[src/pkg/exc_consts.svh]
// Constants for the exception front end: vectors, field positions, reset values, timing
`ifndef EXC_CONSTS_SVH
`define EXC_CONSTS_SVH
`define VEC_RESET_PC 8'h00
`define VEC_RESET_SP 8'h01
`define VEC_ILLEGAL_GEN 8'h04
`define VEC_ILLEGAL_SLOT 8'h06
`define VEC_ADDR_ERROR 8'h09
`define VEC_NMI 8'h0b
`define VEC_TRAP_FIRST 8'h20
`define VEC_TRAP_LAST 8'h3f
`define VEC_EXT_IRQ_FIRST 8'h40
`define VEC_PERIPH_FIRST 8'h48
`define VEC_PERIPH_LAST 8'hff
`define VEC_ENTRY_BYTES 32'h00000004
`define VBR_RESET 32'h00000000
`define STATUS_RESET 32'h000000f0
`define IMASK_LSB 4
`define IMASK_MSB 7
`define IMASK_ALL_ONES 4'hf
`define STACK_STEP 32'h00000004
`define PERIPH_BASE 32'hffff8000
`define PERIPH_MASK 32'hffff8000
`define PERIPH_8BIT_MASK 32'hffffc000
`define PERIPH_8BIT_BASE 32'hffff8000
`define RESET_MIN_CYCLES 5'd20
`endif

[src/pkg/exc_pkg.sv]
// Types shared by the exception front end
package exc_pkg;
  // Access size of a bus cycle
  typedef enum logic [1:0] {SZ_BYTE = 2'b00, SZ_WORD = 2'b01, SZ_LONG = 2'b10} access_size_t;
  // Bus request from the core
  typedef struct packed {
    logic valid;
    logic fetch;
    access_size_t size;
    logic [31:0] addr;
  } access_req_t;
  // Memory request issued by the exception unit
  typedef struct packed {
    logic valid;
    logic write;
    logic [31:0] addr;
    logic [31:0] wdata;
  } mem_req_t;
  // Sequencer states, Gray coded in declaration order
  typedef enum logic [3:0] {
    ST_HOLD = 4'b0000,
    ST_RST_PC = 4'b0001,
    ST_RST_SP = 4'b0011,
    ST_RUN = 4'b0010,
    ST_AE_WAIT = 4'b0110,
    ST_PUSH_SR = 4'b0111,
    ST_PUSH_PC = 4'b0101,
    ST_AE_VEC = 4'b0100,
    ST_RST_INIT = 4'b1100
  } seq_state_t;
endpackage

[src/core/exc_unit.sv]
// Exception front end: vector addressing, power-on reset sequence, address error handling
`timescale 1ns/1ps
`include "exc_consts.svh"
module exc_unit
(
  input wire logic i_mclk,
  input wire logic i_arst_n,
  input wire logic i_power_on_clear_pin_n,
  input wire exc_pkg::access_req_t i_access,
  input wire logic i_insn_done,
  input wire logic [31:0] i_next_pc,
  input wire logic [31:0] i_status_word,
  input wire logic [31:0] i_general_reg_fifteen,
  input wire logic [7:0] i_vec_num,
  input wire logic i_vec_is_reset,
  input wire logic i_mem_ack,
  input wire logic [31:0] i_mem_rdata,
  input wire logic [31:0] i_reg_addr,
  input wire logic [31:0] i_reg_wdata,
  input wire logic i_reg_wr,
  input wire logic i_reg_rd,
  output logic [31:0] o_reg_rdata,
  output exc_pkg::mem_req_t o_mem,
  output logic o_access_abort,
  output logic o_core_hold,
  output logic o_load_pc,
  output logic [31:0] o_program_counter,
  output logic o_load_sp,
  output logic [31:0] o_stack_pointer,
  output logic [31:0] o_status_word,
  output logic [31:0] o_vector_base_reg,
  output logic [31:0] o_vec_addr,
  output logic o_addr_error_pending
);
  import exc_pkg::*;

  // Register map of the block's own registers
  localparam logic [31:0] ADDR_VBR = 32'h00000000;
  localparam logic [31:0] ADDR_STATE = 32'h00000004;

  // Two-stage synchroniser for the reset pin
  logic pin_meta;
  logic pin_sync;
  // Sequencer state
  seq_state_t state;
  // Low-time counter of the pin, saturating
  logic [4:0] low_count;
  // Pin was held low long enough
  logic low_ok;
  // Latched address error
  logic ae_flag;
  // Stack pointer working copy
  logic [31:0] sp_work;
  // Detected error for the current access
  logic ae_now;
  // Peripheral space decode
  logic in_periph;
  logic in_periph8;

  // Synchroniser, first stage read only by the second
  always_ff @(posedge i_mclk or negedge i_arst_n)
  begin
    if (!i_arst_n)
    begin
      pin_meta <= 1'b0;
      pin_sync <= 1'b0;
    end
    else
    begin
      pin_meta <= i_power_on_clear_pin_n;
      pin_sync <= pin_meta;
    end
  end

  // Count low time of the pin; the far side must keep it low twenty-one cycles
  always_ff @(posedge i_mclk or negedge i_arst_n)
  begin
    if (!i_arst_n)
    begin
      low_count <= 5'd0;
      low_ok <= 1'b0;
    end
    else if (!pin_sync)
    begin
      // Saturating count of the low period
      if (low_count != `RESET_MIN_CYCLES)
        low_count <= low_count + 5'd1;
      else
        low_ok <= 1'b1;
    end
    else if (state != ST_HOLD || !low_ok)
    begin
      // Qualification consumed once processing has begun; a short pulse leaves no partial count
      low_count <= 5'd0;
      low_ok <= 1'b0;
    end
  end

  // Address error decode
  always_comb
  begin
    in_periph = (i_access.addr & `PERIPH_MASK) == `PERIPH_BASE;
    in_periph8 = (i_access.addr & `PERIPH_8BIT_MASK) == `PERIPH_8BIT_BASE;
    ae_now = 1'b0;
    if (i_access.valid)
    begin
      if (i_access.fetch)
        ae_now = i_access.addr[0] || in_periph;
      else if (i_access.size == SZ_WORD)
        ae_now = i_access.addr[0];
      else if (i_access.size == SZ_LONG)
        ae_now = (i_access.addr[1:0] != 2'b00) || in_periph8;
    end
  end

  // Abort of the offending bus cycle and the pending flag
  always_ff @(posedge i_mclk or negedge i_arst_n)
  begin
    if (!i_arst_n)
    begin
      o_access_abort <= 1'b0;
      ae_flag <= 1'b0;
    end
    else if (!pin_sync)
    begin
      // Reset outranks any address error
      o_access_abort <= 1'b0;
      ae_flag <= 1'b0;
    end
    else
    begin
      o_access_abort <= ae_now && state == ST_RUN;
      // Set wins over the clear taken when stacking starts
      if (ae_now && state == ST_RUN)
        ae_flag <= 1'b1;
      else if (state == ST_AE_WAIT && i_insn_done)
        ae_flag <= 1'b0;
    end
  end

  // Main sequencer
  always_ff @(posedge i_mclk or negedge i_arst_n)
  begin
    if (!i_arst_n)
    begin
      state <= ST_HOLD;
      o_mem <= '0;
      o_load_pc <= 1'b0;
      o_load_sp <= 1'b0;
      o_program_counter <= 32'h00000000;
      o_stack_pointer <= 32'h00000000;
      o_status_word <= `STATUS_RESET;
      sp_work <= 32'h00000000;
      o_core_hold <= 1'b1;
    end
    else if (!pin_sync)
    begin
      // Pin low: initialise and hold the core
      state <= ST_HOLD;
      o_mem <= '0;
      o_load_pc <= 1'b0;
      o_load_sp <= 1'b0;
      o_program_counter <= 32'h00000000;
      o_stack_pointer <= 32'h00000000;
      o_status_word <= `STATUS_RESET;
      sp_work <= 32'h00000000;
      o_core_hold <= 1'b1;
    end
    else
    begin
      o_load_pc <= 1'b0;
      o_load_sp <= 1'b0;
      case (state)
        ST_HOLD:
        begin
          // Start only after a qualified low period
          if (low_ok)
          begin
            state <= ST_RST_PC;
            o_mem <= '{valid: 1'b1, write: 1'b0, addr: {24'h0, `VEC_RESET_PC} * `VEC_ENTRY_BYTES,
                       wdata: 32'h0};
          end
        end
        ST_RST_PC:
        begin
          // Initial program counter arrives
          if (i_mem_ack)
          begin
            o_program_counter <= i_mem_rdata;
            o_mem <= '{valid: 1'b1, write: 1'b0, addr: {24'h0, `VEC_RESET_SP} * `VEC_ENTRY_BYTES,
                       wdata: 32'h0};
            state <= ST_RST_SP;
          end
        end
        ST_RST_SP:
        begin
          // Initial stack pointer arrives
          if (i_mem_ack)
          begin
            o_stack_pointer <= i_mem_rdata;
            o_mem <= '0;
            state <= ST_RST_INIT;
          end
        end
        ST_RST_INIT:
        begin
          // Set mask to ones, load PC and SP, release core
          o_status_word[`IMASK_MSB:`IMASK_LSB] <= `IMASK_ALL_ONES;
          o_load_pc <= 1'b1;
          o_load_sp <= 1'b1;
          o_core_hold <= 1'b0;
          state <= ST_RUN;
        end
        ST_RUN:
        begin
          // Wait for an address error
          if (ae_now)
            state <= ST_AE_WAIT;
        end
        ST_AE_WAIT:
        begin
          // Let the current instruction finish, then stack status word
          if (i_insn_done)
          begin
            o_core_hold <= 1'b1;
            o_status_word <= i_status_word;
            sp_work <= i_general_reg_fifteen - `STACK_STEP;
            o_mem <= '{valid: 1'b1, write: 1'b1, addr: i_general_reg_fifteen - `STACK_STEP,
                       wdata: i_status_word};
            state <= ST_PUSH_SR;
          end
        end
        ST_PUSH_SR:
        begin
          // Status word written; push next PC
          if (i_mem_ack)
          begin
            sp_work <= sp_work - `STACK_STEP;
            o_mem <= '{valid: 1'b1, write: 1'b1, addr: sp_work - `STACK_STEP, wdata: i_next_pc};
            state <= ST_PUSH_PC;
          end
        end
        ST_PUSH_PC:
        begin
          // PC written; fetch address error vector
          if (i_mem_ack)
          begin
            o_stack_pointer <= sp_work;
            o_load_sp <= 1'b1;
            o_mem <= '{valid: 1'b1, write: 1'b0,
                       addr: o_vector_base_reg + {24'h0, `VEC_ADDR_ERROR} * `VEC_ENTRY_BYTES,
                       wdata: 32'h0};
            state <= ST_AE_VEC;
          end
        end
        ST_AE_VEC:
        begin
          // Jump straight to the handler, no delay slot
          if (i_mem_ack)
          begin
            o_program_counter <= i_mem_rdata;
            o_load_pc <= 1'b1;
            o_core_hold <= 1'b0;
            o_mem <= '0;
            state <= ST_RUN;
          end
        end
        default:
        begin
          state <= ST_HOLD;
        end
      endcase
    end
  end

  // Vector base register, cleared by reset, writable by software
  always_ff @(posedge i_mclk or negedge i_arst_n)
  begin
    if (!i_arst_n)
      o_vector_base_reg <= `VBR_RESET;
    else if (!pin_sync || state == ST_RST_INIT)
      o_vector_base_reg <= `VBR_RESET;
    else if (i_reg_wr && i_reg_addr == ADDR_VBR)
      o_vector_base_reg <= i_reg_wdata;
  end

  // Vector address for a requested number
  always_ff @(posedge i_mclk or negedge i_arst_n)
  begin
    if (!i_arst_n)
      o_vec_addr <= 32'h00000000;
    else if (i_vec_is_reset)
      o_vec_addr <= {24'h0, i_vec_num} * `VEC_ENTRY_BYTES;
    else
      o_vec_addr <= o_vector_base_reg + {24'h0, i_vec_num} * `VEC_ENTRY_BYTES;
  end

  // Pending flag output
  always_ff @(posedge i_mclk or negedge i_arst_n)
  begin
    if (!i_arst_n)
      o_addr_error_pending <= 1'b0;
    else
      o_addr_error_pending <= ae_flag;
  end

  // Register read port, data one cycle after the strobe
  always_ff @(posedge i_mclk or negedge i_arst_n)
  begin
    if (!i_arst_n)
      o_reg_rdata <= 32'h00000000;
    else if (i_reg_rd)
    begin
      case (i_reg_addr)
        ADDR_VBR: o_reg_rdata <= o_vector_base_reg;
        ADDR_STATE: o_reg_rdata <= {27'h0, ae_flag, state};
        default: o_reg_rdata <= 32'h00000000;
      endcase
    end
    else
      o_reg_rdata <= 32'h00000000;
  end
endmodule

[config.mk]
export PLATFORM = sky130hd
export DESIGN_NAME = exc_unit
export DESIGN_NICKNAME = d
export VERILOG_FILES = /design/src/pkg/exc_pkg.sv /design/src/core/exc_unit.sv
export VERILOG_INCLUDE_DIRS = /design/src /design/src/pkg
export SDC_FILE = /design/constraint.sdc
export NUM_CORES = 1
export LEC_CHECK = 0
export BUFFER_PORTS_ARGS = -buffer_cell sky130_fd_sc_hd__buf_2
export CORE_AREA = 2 2 195 197
export DETAILED_ROUTE_END_ITERATION = 8
export DIE_AREA = 0 0 197 199
export GPL_TIMING_DRIVEN = 1
export PLACE_DENSITY = 0.74
export RECOVER_POWER = 50
export SLEW_MARGIN = 20
export SYNTH_ARGS = -nofsm -noshare
export SYNTH_HDL_FRONTEND = slang
export SYNTH_SLANG_ARGS = --single-unit
export TNS_END_PERCENT = 100
[constraint.sdc]
create_clock -name i_mclk -period 3.1 [get_ports i_mclk]
set_input_delay 0.155 -clock i_mclk [delete_from_list [all_inputs] [get_ports i_mclk]]
set_output_delay 0.155 -clock i_mclk [all_outputs]
set_load 0.01 [all_outputs]
==> reports/results.md, run 1 <==
| Item | Reported |
|---|---|
| Outcome | complete, but fails checks |
| Violations in the final reports | max-capacitance violations, max-slew violations |
| Critical path peak fanout | 10 |
| Number of enable flip-flop cells after synthesis | 0 |
| Worst-case register-to-register setup slack | 0.31 ns |
| Max-slew violation count | 76 |
| Largest net degree at the start of global routing | 79 |
| Number of H-tree levels | 2 |
| Number of antenna violations at the first check in global routing | 7 |
| Layout overhead on the synthesized area | 35.7% |
| Maximum root-to-sink buffer count | 3 |
| CP Launch Type | flop |
| Share of synthesized registers carrying an async set or reset | 1.00 |
| Final worst path period need | 2.79 ns |
| Worst slew slack as a fraction of its limit | -0.465 |
| Half-perimeter wire length after detailed placement | 40.5 mm |
| Maximum clock frequency | 0.359 GHz |
| Nets in the synthesized netlist | 1,911 |
| Final wirelength | 58.8 mm |
| Worst ir drop on vdd | 362 uV |
| Seq cells post-synth | 308 |
| Standby leakage power | 10.1 nW |
| Average detailed-routed wire length per instance | 21.3 um |
| Register-to-Register Path Depth | 8 |
| Largest register by flop count | o_mem |
| Via count of the first global-routing pass | 15,855 |
| Number of buffers created by CTS | 35 |
| Element type at the critical path end | flop |
| Unique masters post-synth | 74 |
| Post-CTS setup buffer count | 0 |
| RSZ-0062 raised after global routing | no |
| Critical path startpoint | sp_work[2] |
| Antenna Nets Post-Route | 0 |
| Setup Viol. Count Final | 0 |
| Final sum of negative setup slack | 0 ns |
| Grt ovf | 0 |
| Weighted congestion at the end of routability-driven global placement | 0.917 |
| Worst hold path class | in -> reg |
| Clock tree from TritonCTS | built |
| Port buffer count | 494 |
| I/O pin count | 507 |
| Layout cell share with drive strength beyond 1 | 0.217 |
| Sequential area share after synthesis | 0.497 |
| Total global routing track utilization | 0.293 |
| Area of the mapped netlist | 15,500 um^2 |
| Period Utilization, post-route | 0.900 |
| Post-CTS clock slew at the launch and capture registers of the worst setup and hold paths | 0.06 ns |
| Vias per inst | 5.73 |
| First-pass iteration count of the detailed router | 8 |
| Total of cells resized after clock tree synthesis | 0 |
| Die height | 199 um |
| Inst Count DP | 2,556 |
| Hold wc startpoint | i_general_reg_fifteen[27] |
| Number of nets in the final layout | 2,520 |
| Final Hold Violating Endpoints | 0 |
| Final Non-Filler Cells | 2,763 |
| Violation count after the first detailed-route iteration | 1,268 |
| Clock network latency to the later pin of the worst-skew pair | 0.53 ns |
| Flip-flop cell with the highest count after synthesis | sky130_fd_sc_hd__dfrtp_1 |
| Worst path arrival time | 3.22 ns |
| Clock tree root buffer cell | sky130_fd_sc_hd__clkbuf_16 |
| Initial Util | 0.418 |
| Type of the worst setup path | reg -> reg |
| Flip-flop count of the largest register after layout | 66 |
| Power density normalized to cell area | 565 nW/um^2 |
| Core Area | 37,100 um^2 |
| Total number of yosys warnings | 0 |
| Clock sinks | 308 |
| Post-Synthesis Mean Instance Area | 9.39 um^2 |
| Die ar. | 39,200 um^2 |
| Worst Hold Depth | 3 |
| Instance count of the mapped netlist | 1,653 |
| Number of design rule violations left after detail routing | 0 |
| Required time at the worst-slack endpoint | 3.53 ns |
| Total number of vias | 15,839 |
| Clock Skew | 0.0208 ns |
| Global-route wire length before repair | 88.9 mm |
| Overall die width | 197 um |
| Reported max-cap violation count | 1 |
| R2r startpoint | sp_work[2] |
| Worst slew pin tran | 2.20 ns |
| Site row count | 71 |
| Final-layout fill cell count | 3,338 |
## power breakdown
part	total, mW	internal [mW]	switching [mW]
Sequential	4.58	4.31	0.274
Combinational	2.98	1.10	1.89
Clock	4.34	2.61	1.72
## worst paths after layout
kind | endpoint
worst min-delay path | sp_work[27]
worst max register to register | o_mem[52]
worst min register to register | pin_sync
min in group asynchronous | o_reg_rdata[4]
worst max-delay path | o_mem[52]
max in group asynchronous | pin_sync
## cells in the final DEF, fill, tap and decap left out, drive strengths merged, types with 30 or more instances in the layout
| cell | instances |
|---|---|
| o31ai | 37 |
| nand4 | 31 |
| and2 | 30 |
| nand3 | 50 |
| nor4 | 35 |
| a22o | 34 |
| clkbuf | 202 |
| nor3 | 37 |
| a22oi | 39 |
| dfrtp | 303 |
| o21ai | 110 |
| mux2i | 56 |
| xnor2 | 49 |
| nor2 | 99 |
| dlygate4sd3 | 143 |
| nand2 | 289 |
| a21oi | 74 |
| xor2 | 53 |
| buf | 398 |
## worst max-delay path: stages, from the launching register on
cell and delay, ns:
sky130_fd_sc_hd__dfrtp_1 0.46, sky130_fd_sc_hd__inv_1 0.13, sky130_fd_sc_hd__ha_1 0.25, sky130_fd_sc_hd__nor2b_1 0.29
sky130_fd_sc_hd__nand4_1 0.46, sky130_fd_sc_hd__nor4_1 0.61, sky130_fd_sc_hd__xor2_1 0.19, sky130_fd_sc_hd__mux2i_1 0.09
sky130_fd_sc_hd__o221ai_1 0.22
## routing by layer
metal	track usage	up-vias	wire length (um)
met5	0	-	34
met4	0.130	6	2840
met3	0.0699	206	5150
met2	0.496	889	28600
met1	0.355	7658	22200
li1	-	7080	-
## synthesized netlist by cell type, types with 9 or more instances
cell type                  instances  area, um^2
sky130_fd_sc_hd__dfrtp_1         303        7580
sky130_fd_sc_hd__nand2_1         289        1080
sky130_fd_sc_hd__o21ai_0         108         541
sky130_fd_sc_hd__clkbuf_1        105         394
sky130_fd_sc_hd__nor2_1           99         372
sky130_fd_sc_hd__a21oi_1          74         370
sky130_fd_sc_hd__mux2i_1          56         561
sky130_fd_sc_hd__xor2_1           53         464
sky130_fd_sc_hd__nand3_1          50         250
sky130_fd_sc_hd__xnor2_1          48         420
sky130_fd_sc_hd__a22oi_1          38         285
sky130_fd_sc_hd__o31ai_1          37         278
sky130_fd_sc_hd__nor3_1           35         175
sky130_fd_sc_hd__a22o_1           34         298
sky130_fd_sc_hd__nand4_1          31         194
sky130_fd_sc_hd__nor4_1           31         194
sky130_fd_sc_hd__and2_1           30         188
sky130_fd_sc_hd__inv_1            19        71.3
sky130_fd_sc_hd__nor2b_1          17         106
sky130_fd_sc_hd__ha_1             13         163
sky130_fd_sc_hd__o211ai_1         13        97.6
sky130_fd_sc_hd__buf_1            11        41.3
sky130_fd_sc_hd__nand2b_1         10        62.6
sky130_fd_sc_hd__or3_1            10        62.6
sky130_fd_sc_hd__a21o_1            9        67.6
sky130_fd_sc_hd__or4_1             9        67.6
## kinds of logic (layout without fill, tap and decap cells)
logic type,Yosys count,after routing,synth area share
simple gates,648,648,0.198
compound gates,381,381,0.161
flops,308,308,0.497
buf+inv,142,775,0.0356
xor+xnor,102,102,0.0581
mux,58,58,0.0376
fa+ha+maj,14,14,0.0118
other cells,0,3,0
## area by class of cell
class                   count  area [um^2]  area share
flip-flops and latches    308         7710       0.367
multi-input cells        1203         7300       0.347
repair buffers            694         4180       0.198
clock buffers              49         1010      0.0480
well taps                 474          593      0.0282
clock inverters            12          178     0.00844
inverters                  20         75.1     0.00357
diodes                      3         7.51    0.000357
## metrics by stage
step / utilization / total power [mW] / setup slack [ns] / area [um^2] / hold slack [ns]
floorplan: - / 6.31 / 0.679 / 15500 / -0.141
global placement: 0.502 / 7.37 / 0.475 / 18600 / 0.195
detailed placement: 0.502 / 7.45 / 0.362 / 18600 / 0.203
CTS: 0.572 / 11.9 / 0.364 / 21200 / 0.0110
global route: 0.567 / 12.4 / 0.0902 / 21000 / 0.0575
finish: 0.567 / 11.9 / 0.311 / 21100 / 0.0359
## what timing repair did
item / in CTS / in global routing
hold endpoints to repair: 244 / 0
setup endpoints to repair: 0 / 0
hold buffers: 143 / 0
Note: power is estimated with default switching activity, not from simulation.
==> inputs of run 2 (changes only) <==
--- a/config.mk
+++ b/config.mk
@@ -7,11 +7,13 @@
 export NUM_CORES = 1
 export LEC_CHECK = 0
 export BUFFER_PORTS_ARGS = -buffer_cell sky130_fd_sc_hd__buf_2
-export CORE_AREA = 2 2 195 197
+export CELL_PAD_IN_SITES_DETAIL_PLACEMENT = 1
+export CELL_PAD_IN_SITES_GLOBAL_PLACEMENT = 2
+export CORE_ASPECT_RATIO = 1.1
+export CORE_UTILIZATION = 30
 export DETAILED_ROUTE_END_ITERATION = 8
-export DIE_AREA = 0 0 197 199
 export GPL_TIMING_DRIVEN = 1
-export PLACE_DENSITY = 0.74
+export PLACE_DENSITY = 0.86
 export RECOVER_POWER = 50
 export SLEW_MARGIN = 20
 export SYNTH_ARGS = -nofsm -noshare
==> constraint.sdc (replaced) <==
create_clock -name i_mclk -period 3.1 [get_ports i_mclk]
set_input_delay 0.155 -clock i_mclk [delete_from_list [all_inputs] [get_ports i_mclk]]
set_output_delay 0.155 -clock i_mclk [all_outputs]
set_load 0.005 [all_outputs]
==> run 2 against run 1 <==
The flow now finishes without violations; sequential cell count unchanged; register-to-register slack worse by 0.02 ns; die area up 34%; via count down 1.3%; routed wire length up 11%; critical path depth up 1; clock power up 1%; clock-buffer cell count up 5; combinational power up 2%; global-route usage down 4.8 points; critical path type unchanged; largest cell class unchanged; highest routed layer unchanged.
==> reports/results.md, run 2 (synthesis gave the netlist of run 1 again) <==
| Item | Reported |
|---|---|
| Outcome | finished, final reports clean |
| Worst Hold Depth | 3 |
| Grt ovf | 0 |
| Core Area | 51,200 um^2 |
| Largest net degree at the start of global routing | 92 |
| Worst path arrival time | 3.28 ns |
| R2r startpoint | sp_work[2] |
| Most common cell after layout, fill and taps aside | sky130_fd_sc_hd__buf_2 |
| Clock Skew | 0.0176 ns |
| Element type at the critical path end | flop |
| Worst-case register-to-register setup slack | 0.30 ns |
| Flip-flop and latch area | 7710 um^2 |
| Number of antenna violations at the first check in global routing | 14 |
| Post-route design area | 21,500 um^2 |
| Worst slew pin tran | 1.45 ns |
| Critical path startpoint | sp_work[2] |
| Final worst path period need | 2.80 ns |
| Total number of vias | 15,637 |
| Flip-flop count of the largest register after layout | 66 |
| Final core occ | 0.420 |
| Violation count after the first detailed-route iteration | 965 |
| Power density normalized to cell area | 559 nW/um^2 |
| Maximum root-to-sink buffer count | 3 |
| Post-CTS setup buffer count | 0 |
| Hold EP | o_reg_rdata[0] |
| Worst hold path class | in -> reg |
| Global-route wire length before repair | 99.2 mm |
| Number of buffers created by CTS | 37 |
| Initial Util | 0.303 |
| Site row count | 87 |
| Vias per inst | 5.26 |
| Max-slew violation count | 0 |
| Final-layout fill cell count | 5,973 |
| Number of design rule violations left after detail routing | 0 |
| Worst slew slack as a fraction of its limit | 0.0361 |
| Worst ir drop on vdd | 427 uV |
| Cell Area, Placed | 19,000 um^2 |
| Antenna Nets Post-Route | 0 |
| Maximum clock frequency | 0.357 GHz |
| Layout overhead on the synthesized area | 38.5% |
| Total of cells resized after clock tree synthesis | 0 |
| I/O pin count | 507 |
| Final sum of negative setup slack | 0 ns |
| Critical path peak fanout | 10 |
| Port buffer count | 494 |
| First-pass iteration count of the detailed router | 5 |
| Number of H-tree levels | 2 |
| Footprint of the multi-input gates | 7300 um^2 |
| Hold wc startpoint | i_reg_rd |
| Layout cell share with drive strength beyond 1 | 0.243 |
| Total Power Consumption | 12.0 mW |
| Reg-to-reg endpoint | o_mem[52] |
| Number of nets in the final layout | 2,534 |
| Required time at the worst-slack endpoint | 3.58 ns |
| Clock tree root buffer cell | sky130_fd_sc_hd__clkbuf_16 |
| Largest register by flop count | o_mem |
| Commonest cells after routing, fill and taps aside | sky130_fd_sc_hd__buf_2 (399), sky130_fd_sc_hd__dfrtp_1 (302), sky130_fd_sc_hd__nand2_1 (289) |
| Die ar. | 52,600 um^2 |
| Reported max-cap violation count | 0 |
| Clock network latency to the later pin of the worst-skew pair | 0.57 ns |
| Half-perimeter wire length after detailed placement | 46.1 mm |
| Overall die width | 219 um |
| Average detailed-routed wire length per instance | 22.0 um |
| CP Launch Type | flop |
| RSZ-0062 raised after global routing | no |
| Via count of the first global-routing pass | 16,572 |
| Total global routing track utilization | 0.245 |
| Clock sinks | 308 |
| Type of the worst setup path | reg -> reg |
| Setup Viol. Count Final | 0 |
| Post-CTS clock slew at the launch and capture registers of the worst setup and hold paths | 0.06 ns |
| Period Utilization, post-route | 0.905 |
| Final Hold Violating Endpoints | 0 |
| Register-to-Register Path Depth | 9 |
| Final wirelength | 65.4 mm |
| Number of hold buffers added after CTS | 147 |
| Clock tree from TritonCTS | built |
| Die height | 241 um |
| Standby leakage power | 10.4 nW |
| Weighted congestion at the end of routability-driven global placement | 0.912 |
## run 2: cell types whose count changed in the layout (fill, tap and decap cells not counted), moves of 2 or more
cell,delta
sky130_fd_sc_hd__buf_1,+3
sky130_fd_sc_hd__buf_2,+56
sky130_fd_sc_hd__clkinvlp_4,+2
sky130_fd_sc_hd__bufinv_16,-2
sky130_fd_sc_hd__clkbuf_1,-55
sky130_fd_sc_hd__diode_2,+4
sky130_fd_sc_hd__buf_4,+6
sky130_fd_sc_hd__clkbuf_16,+3
sky130_fd_sc_hd__dlygate4sd3_1,+4
## run 2: layout make-up
cell class                 count  area share
tap                          667      0.0388
timing repair buffer         706       0.203
antenna                        7    0.000815
clock buffer                  54      0.0504
multi-input combinational   1203       0.340
sequential                   308       0.359
clock inverter                10     0.00518
inverter                      20     0.00349
## run 2: power breakdown
part           leakage (nW)  switching (mW)  total [mW]  internal (mW)
clock                 0.577            1.81        4.40           2.59
combinational          5.60            1.89        3.04           1.16
sequential             4.19           0.258        4.56           4.31
## run 2: how the worst max path moves through the flow
stage,to,slack (ns),cells past startpoint
after floorplan,o_mem[59],0.68,8
after global placement,o_mem[52],0.40,9
after detailed placement,o_mem[48],0.40,7
after CTS,o_mem[52],0.38,9
after global routing,o_mem[52],0.10,9
final,o_mem[52],0.30,9
## run 2: per-stage QoR
step	instances	setup WS, ns	hold WS, ns
floorplan	1653	0.679	-0.141
global placement	2757	0.398	0.109
detailed placement	2757	0.398	0.104
CTS	2968	0.378	0.000897
global route	2973	0.102	0.0323
finish	2975	0.295	0.0161
## run 2: per-layer routing
metal  part of all wire  track usage
met1               0.42        0.309
met3              0.062       0.0600
met4              0.042        0.104
met5             0.0014            0
met2               0.48        0.398
## run 2: worst max-delay path, cell delays in order (launching register included)
cell and delay [ns]:
sky130_fd_sc_hd__dfrtp_1 0.45, sky130_fd_sc_hd__inv_1 0.13, sky130_fd_sc_hd__ha_1 0.25, sky130_fd_sc_hd__nor2b_1 0.28, sky130_fd_sc_hd__nand4_1 0.46, sky130_fd_sc_hd__nor4_1 0.48
sky130_fd_sc_hd__buf_4 0.19, sky130_fd_sc_hd__xor2_1 0.15, sky130_fd_sc_hd__mux2i_1 0.12, sky130_fd_sc_hd__o221ai_1 0.22
